--- config.mk ---
export PLATFORM = sky130hd
export DESIGN_NAME = fault_history_log
export DESIGN_NICKNAME = d
export VERILOG_FILES = /design/src/core/fault_log_pkg.sv /design/src/core/fault_history_log.sv /design/src/core/fault_entry_store.sv
export VERILOG_INCLUDE_DIRS = /design/src /design/src/core
export SDC_FILE = /design/constraint.sdc
export NUM_CORES = 1
export LEC_CHECK = 0
export BUFFER_PORTS_ARGS = -buffer_cell sky130_fd_sc_hd__clkbuf_2
export CORE_MARGIN = 2
export CORE_UTILIZATION = 55
export DETAILED_ROUTE_END_ITERATION = 12
export PLACE_DENSITY = 0.73
export RECOVER_POWER = 25
export SKIP_CTS_REPAIR_TIMING = 1
export SLEW_MARGIN = 20
export SYNTH_ARGS = -nofsm -noshare
export SYNTH_HDL_FRONTEND = slang
export SYNTH_HIERARCHICAL = 1
export SYNTH_SLANG_ARGS = --single-unit
--- constraint.sdc ---
create_clock -name i_ref_clk -period 5.4 [get_ports i_ref_clk]
set_input_delay 0.81 -clock i_ref_clk [delete_from_list [all_inputs] [get_ports i_ref_clk]]
set_output_delay 0.81 -clock i_ref_clk [all_outputs]
set_load 0.05 [all_outputs]
--- src/core/fault_log_params.svh ---
// constants for the fault history log
// Functional notes
// - Severity codes are 0 warning, 1 quick stop to 7, 2 quick stop to 8/9, 3 fatal resettable, 4 fatal not resettable.
// - Writing 1 to the erase parameter deletes every stored entry.
// - The erase parameter reads 0 once the erase is complete, and the master polls for that 0.
// - Each fault code read copies the whole entry at the read pointer into the holding buffer.
// - Severity, time and current reads are served from the holding buffer, not the live memory.
// - Each fault code read moves the read pointer on to the next entry by itself.
// - Writing 1 to the rewind parameter sets the read pointer to the oldest stored entry.
// - Each entry keeps the motor current as an unsigned 16-bit value in 10 mA steps.
// - Each entry keeps the fault time in seconds from the operating-hours counter, up to 536870911.
`ifndef FAULT_LOG_PARAMS_SVH
`define FAULT_LOG_PARAMS_SVH
`define ADDR_ERASE 16'h3b08
`define ADDR_REWIND 16'h3b0a
`define ADDR_CODE 16'h3c02
`define ADDR_SEV 16'h3c04
`define ADDR_TIME_HI 16'h3c06
`define ADDR_TIME_LO 16'h3c07
`define ADDR_CUR 16'h3c12
`define CMD_GO 16'h0001
`define SEV_MAX 3'h4
`define TIME_MAX 29'h1fffffff
`define CUR_LSB_MA 10
`define LOG_DEPTH 8
`endif

--- src/core/fault_log_pkg.sv ---
// types shared by the fault history log
package fault_log_pkg;
    // severity classes
    typedef enum logic [2:0] {
        SEV_WARN = 3'h0,
        SEV_STOP7 = 3'h1,
        SEV_STOP89 = 3'h2,
        SEV_FATAL_RST = 3'h3,
        SEV_FATAL = 3'h4
    } sev_t;
    typedef struct packed {
        logic valid;
        logic [15:0] code;
        logic [2:0] sev;
        logic [15:0] current;
    } fault_evt_t;
    typedef struct packed {
        logic [15:0] code;
        logic [2:0] sev;
        logic [28:0] time_s;
        logic [15:0] current;
    } entry_t;
    typedef enum logic {ST_IDLE, ST_ERASE} erase_st_t;
endpackage

--- src/core/fault_history_log.sv ---
// fault history log with holding buffer and parameter access
`timescale 1ns/1ps
`default_nettype none
`include "fault_log_params.svh"
module fault_history_log
    import fault_log_pkg::*;
#(
    parameter int DEPTH = `LOG_DEPTH
) (
    input wire logic i_ref_clk,
    input wire logic i_resetn,
    input wire logic i_par_rd,
    input wire logic i_par_wr,
    input wire logic [15:0] i_par_addr,
    input wire logic [15:0] i_par_wdata,
    input wire fault_evt_t i_fault,
    input wire logic [28:0] i_op_hours,
    output logic [15:0] o_par_rdata,
    output logic o_par_ack,
    output logic o_par_err,
    output logic [$clog2(DEPTH+1)-1:0] o_log_count
);
    localparam int AW = $clog2(DEPTH);
    localparam int CW = $clog2(DEPTH+1);

    // pointer arithmetic wraps only on a power of two
    if (DEPTH < 2 || (1 << AW) != DEPTH) begin : g_bad_depth
        $error("DEPTH must be a power of two, at least 2");
    end

    erase_st_t st_r;
    logic [AW-1:0] wr_ptr_r;
    logic [CW-1:0] count_r;
    logic [CW-1:0] rd_ofs_r;
    entry_t hold_r;
    entry_t rd_entry;
    entry_t new_entry;
    logic [AW-1:0] rd_idx;
    logic erase_go;
    logic erase_wr;
    logic rewind_wr;
    logic code_rd;
    logic adv;
    logic drop;
    logic full;
    logic [2:0] sev_in;

    assign erase_go = (st_r == ST_ERASE);
    assign erase_wr = i_par_wr && i_par_addr == `ADDR_ERASE
        && i_par_wdata == `CMD_GO;
    assign rewind_wr = i_par_wr && i_par_addr == `ADDR_REWIND
        && i_par_wdata == `CMD_GO;
    assign code_rd = i_par_rd && i_par_addr == `ADDR_CODE;
    assign full = (count_r == CW'(DEPTH));
    assign adv = code_rd && !erase_go && (rd_ofs_r < count_r);
    // oldest slot is overwritten, so offsets shift down by one
    assign drop = i_fault.valid && !erase_go && full
        && (rd_ofs_r != '0 || adv);
    assign rd_idx = wr_ptr_r - count_r[AW-1:0] + rd_ofs_r[AW-1:0];

    assign sev_in = (i_fault.sev > `SEV_MAX) ? `SEV_MAX : i_fault.sev;

    always_comb begin
        new_entry = '0;
        new_entry.code = i_fault.code;
        new_entry.sev = sev_in;
        new_entry.time_s = i_op_hours;
        new_entry.current = i_fault.current;
    end

    fault_entry_store #(
        .DEPTH(DEPTH),
        .AW(AW)
    ) u_store (
        .i_clk(i_ref_clk),
        .i_resetn(i_resetn),
        .i_clear(erase_go),
        .i_wr_en(i_fault.valid),
        .i_wr_idx(erase_go ? '0 : wr_ptr_r),
        .i_wr_data(new_entry),
        .i_rd_idx(rd_idx),
        .o_rd_data(rd_entry)
    );

    always_ff @(posedge i_ref_clk or negedge i_resetn) begin
        if (!i_resetn) begin
            st_r <= ST_IDLE;
        end else begin
            unique case (st_r)
                ST_IDLE: begin
                    if (erase_wr) begin
                        st_r <= ST_ERASE;
                    end
                end
                ST_ERASE: begin
                    st_r <= ST_IDLE;
                end
            endcase
        end
    end

    always_ff @(posedge i_ref_clk or negedge i_resetn) begin
        if (!i_resetn) begin
            wr_ptr_r <= '0;
            count_r <= '0;
        end else if (erase_go) begin
            // a fault landing during the erase is kept, not lost
            wr_ptr_r <= i_fault.valid ? AW'(1) : '0;
            count_r <= i_fault.valid ? CW'(1) : '0;
        end else if (i_fault.valid) begin
            wr_ptr_r <= wr_ptr_r + AW'(1);
            if (!full) begin
                count_r <= count_r + CW'(1);
            end
        end
    end

    always_ff @(posedge i_ref_clk or negedge i_resetn) begin
        if (!i_resetn) begin
            rd_ofs_r <= '0;
        end else if (erase_go || rewind_wr) begin
            rd_ofs_r <= '0;
        end else if (adv && !drop) begin
            rd_ofs_r <= rd_ofs_r + CW'(1);
        end else if (drop && !adv) begin
            rd_ofs_r <= rd_ofs_r - CW'(1);
        end
    end

    always_ff @(posedge i_ref_clk or negedge i_resetn) begin
        if (!i_resetn) begin
            hold_r <= '0;
        end else if (erase_go) begin
            hold_r <= '0;
        end else if (code_rd) begin
            hold_r <= adv ? rd_entry : '0;
        end
    end

    always_ff @(posedge i_ref_clk or negedge i_resetn) begin
        if (!i_resetn) begin
            o_par_rdata <= '0;
            o_par_ack <= 1'b0;
            o_par_err <= 1'b0;
        end else begin
            o_par_ack <= i_par_rd || i_par_wr;
            o_par_err <= 1'b0;
            o_par_rdata <= '0;
            if (i_par_rd || i_par_wr) begin
                case (i_par_addr)
                    `ADDR_ERASE: o_par_rdata <= {15'h0, erase_go};
                    `ADDR_REWIND: o_par_rdata <= '0;
                    `ADDR_CODE: o_par_rdata <= adv ? rd_entry.code : '0;
                    `ADDR_SEV: o_par_rdata <= {13'h0, hold_r.sev};
                    `ADDR_TIME_HI: o_par_rdata <= {3'h0, hold_r.time_s[28:16]};
                    `ADDR_TIME_LO: o_par_rdata <= hold_r.time_s[15:0];
                    `ADDR_CUR: o_par_rdata <= hold_r.current;
                    default: o_par_err <= 1'b1;
                endcase
                if (i_par_wr) begin
                    o_par_rdata <= '0;
                end
            end
        end
    end

    always_ff @(posedge i_ref_clk or negedge i_resetn) begin
        if (!i_resetn) begin
            o_log_count <= '0;
        end else if (erase_go) begin
            o_log_count <= i_fault.valid ? CW'(1) : '0;
        end else if (i_fault.valid && !full) begin
            o_log_count <= count_r + CW'(1);
        end
    end
endmodule // fault_history_log
`default_nettype wire

--- src/core/fault_entry_store.sv ---
// flip-flop storage for fault log entries
`timescale 1ns/1ps
`default_nettype none
module fault_entry_store
    import fault_log_pkg::*;
#(
    parameter int DEPTH = 8,
    parameter int AW = 3
) (
    input wire logic i_clk,
    input wire logic i_resetn,
    input wire logic i_clear,
    input wire logic i_wr_en,
    input wire logic [AW-1:0] i_wr_idx,
    input wire entry_t i_wr_data,
    input wire logic [AW-1:0] i_rd_idx,
    output entry_t o_rd_data
);
    entry_t mem_r [DEPTH];

    genvar g;
    generate
        for (g = 0; g < DEPTH; g++) begin : g_entry
            // a write beats a clear on the same slot
            always_ff @(posedge i_clk or negedge i_resetn) begin
                if (!i_resetn) begin
                    mem_r[g] <= '0;
                end else if (i_wr_en && i_wr_idx == AW'(g)) begin
                    mem_r[g] <= i_wr_data;
                end else if (i_clear) begin
                    mem_r[g] <= '0;
                end
            end
        end
    endgenerate

    assign o_rd_data = mem_r[i_rd_idx];
endmodule // fault_entry_store
`default_nettype wire

==> impl_results.md <==
* Layout cells sized above 1 at 0.421
* Ys async rst share at 1.00
* Maxcap violations at 1
* Hold/Removal Path Class: in2reg
* Clock buffer depth at 3
* Worst skew pair latency at roughly 0.6 ns
* I/O Buffers at approximately 120
* Setup crit end kind: flop
* Total vias in the final route at approximately 19000
* Type of element launching the critical path: flop
* Setup ws final at approximately 1.4 ns
* Largest net degree at the start of global routing at 129
* Max Clock Skew at 0.0198 ns
* Dpl ws at approximately 1.4 ns
* Number of synthesized flops with an enable pin at 0
* Finish-stage setup viols at 0
* Leak at about 15 nW
* Die Y at 239 um
* DP Area at approximately 32000 um^2
* Maximum fanout along the worst path at 128
* Period utilization at 0.743
* Tightest Pin Transition at ~2.7 ns
* CTS HTree Levels at 3
* Most used cell, CP: inv_1
* Violated checks: max-capacitance violations, max-slew violations
* Crit Path Class: reg2reg
* Fill count at ~4100
* Yosys top cell area share at 0.489
* Min-Delay Path Depth at 2
* Synth Flop Type: dfrtp_1
* Flops & latches, synth at about 590
* Root buffer cell: clkbuf_16
* Post-DP HPWL at between 40 and 50 mm
* Mapped cell area at just over 30000 um^2
* IO Pins at ~120
* Core area at 54900 um^2
* Critical path's top delay family: adder cells
* Final hold vios at 0
* Top cells by area, synth: dfrtp_1 (49%), mux2_2 (19%), nor2b_1 (11%)
* Die area at approximately 57000 um^2
* Final Total Pwr at between 20 and 30 mW
* FF-to-FF path depth at 14
* Setup tns final at 0 ns
* Area grow syn2layout at 11.4%
* Status: finished with violations
* WL per Instance at roughly 24 um
* PwrDens at between 800 and 900 nW/um^2
* Crit path buf inv count at 4
* Num CTS Buffers at between 60 and 70
* Post-DRT Antenna Nets at 0
* Crit path depth at 14
* Share of power burned in registers at 0.260
* Vias in the first global route at 19300
* Core Rows at 86
* Slew Limit Fails at 94
* Critical Path RT at 5.86 ns
* Crit path DAT at around 4.5 ns
* Synthesized area per cell at 13.5 um^2
* Post-synthesis instance total at 2247
* Slew HR at -0.777
* Via density per instance at a little over 6
* CP peak stage delay at between 0.5 and 0.6 ns
* Layout Nets at between 2000 and 2500
* P_sw at a little under 10 mW
* # clock sinks at just under 600
* CP max-delay cell: buf_12
* Pre-antenna DRT Iters at 5
* Final GP Congestion at 0.852
* Synth warn at 6
* Aggregate global-route resource usage at 0.264
* DRT Wirelength at 73.9 mm
* Final instance area at about 34000 um^2
* Clk pin slew, worst setup/hold paths at approximately 0.06 ns
* RSZ-0062 raised after global routing: no
* Syn nets at 2361
* Antenna violations before repair at 8
* Synth area leader: dfrtp_1
* CTS tree: yes
* Tmin final at approximately 4.0 ns
* Sequential fraction of the synthesis area at 0.489
* FMAX at ~250 MHz
* Clk pwr share at 0.165
* Synth unique cells at 57
* DR iter-0 viols at 1348
* First-pass GRT wire length at between 100 and 150 mm
* Chip width at around 240 um
* Peak supply drop at between 2 and 3 mV
* Number of remaining DRC errors at 0
* P_int at about 19 mW
* GRT Residual Overflow at 0
* CP cell instances: inv_1 -> ha_1 -> inv_1 -> ha_4 -> inv_1 -> fa_1 -> xnor2_1 -> xnor2_1 -> xnor2_2 -> buf_12 -> mux4_2 -> mux2_2 -> a222oi_1 -> nor2_1
* Starting density of the core at 0.554
* Comb pwr share at 0.575
* Sw Share at 0.340
## registers in the layout, summed over array words and instances, names as in the netlist, 3 cells and up
signal / count
count_r: 4
hold_r: 48
u_store/mem_r: 512
rd_ofs_r: 4
wr_ptr_r: 3
o_log_count: 4
o_par_rdata: 16
## final timing paths
kind / to / slack, ns / startpoint
worst max-delay path: o_par_rdata[15] / 1.39 / rd_ofs_r[0]
worst min-delay path: o_par_ack / 0.47 / i_par_wr
worst max register to register: o_par_rdata[15] / 1.39 / rd_ofs_r[0]
worst min register to register: o_log_count[0] / 0.50 / o_log_count[0]
max in group asynchronous: u_store/mem_r[368] / 2.69 / i_resetn
min in group asynchronous: u_store/mem_r[366] / 1.03 / i_resetn
## placed cells by master (no fill, tap or decap), types with 4 or more instances in the layout
master     netlist  layout
a22o_1          48      48
clkbuf_16        0      71
a211oi_1         4       4
buf_4            3      28
clkbuf_8         0      17
nor2_1          23      22
a21oi_1          8       8
clkinv_2         0      12
dfrtp_1        594     593
clkbuf_2         0     121
mux2i_1          7       7
nand2_1         37      37
bufinv_16        0       5
mux2_2         517     517
buf_12           0       8
nand3_1          7       7
xnor2_1          8       7
ha_1            10       9
a31oi_1         12      11
mux4_2         128     128
nor2b_1        519     519
nand4_1          5       5
inv_1           13      12
clkbuf_1        99      13
nand4b_1         6       6
a32oi_1         10      10
a222oi_1         6       6
mux2_4          60      60
## cells by family (layout without fill, tap and decap cells)
family	after synthesis	in the layout	synth area share
mux	712	712	0.319
simple gates	634	634	0.129
flops	594	594	0.489
buf+inv	184	290	0.0275
compound gates	100	100	0.0264
fa+ha+maj	13	13	0.00610
xor+xnor	10	10	0.00288
other cells	0	3	0
## synthesized netlist by cell type (all sizes together), types with 4 or more instances
cell type	number
dfrtp	594
ha	10
mux2	577
nand4b	6
nor2b	519
nor2	23
xnor2	8
inv	13
a31oi	12
clkbuf	99
o21ai	4
nand4	5
a22o	48
a32oi	10
nor3	6
buf	72
a222oi	6
nand2	37
a21oi	8
a211oi	4
nand3	8
mux4	128
nor4	5
mux2i	7
## power groups by stage
| stage | clock network (mW) | logic, mW | registers, mW |
|---|---|---|---|
| 2_1_floorplan | 0 | 13.0 | 7.13 |
| 3_3_place_gp | 0 | 16.0 | 7.30 |
| 3_5_place_dp | 0 | 16.3 | 7.40 |
| 4_1_cts | 4.76 | 16.4 | 7.37 |
| 5_1_grt | 4.94 | 17.4 | 7.61 |
| 6_report | 4.67 | 16.3 | 7.38 |
## area by class of cell
type,instances,area [um^2],share of cell area
timing repair buffer,158,980,0.0290
inverter,13,50.0,0.00148
multi-input combinational,1469,14800,0.436
clock inverter,19,230,0.00680
clock buffer,100,2060,0.0607
tap,704,881,0.0260
sequential,594,14900,0.439
antenna,3,7.51,0.000222
## layer usage
| metal | vias to the layer above | wire [um] | global-route usage |
|---|---|---|---|
| li1 | 8099 | - | - |
| met1 | 9780 | 32900 | 0.373 |
| met2 | 521 | 34200 | 0.407 |
| met3 | 113 | 4640 | 0.0547 |
| met4 | 12 | 1980 | 0.0900 |
| met5 | - | 118 | 0.00606 |
## per-stage QoR
stage	util	instances	hold WS, ns
after global placement	0.575	2938	0.477
after CTS	0.617	3057	0.287
after global routing	0.617	3058	0.461
after detailed placement	0.575	2938	0.491
after floorplan	-	2247	0.465
final	0.617	3060	0.469
Power figures use the tool's default switching activity.
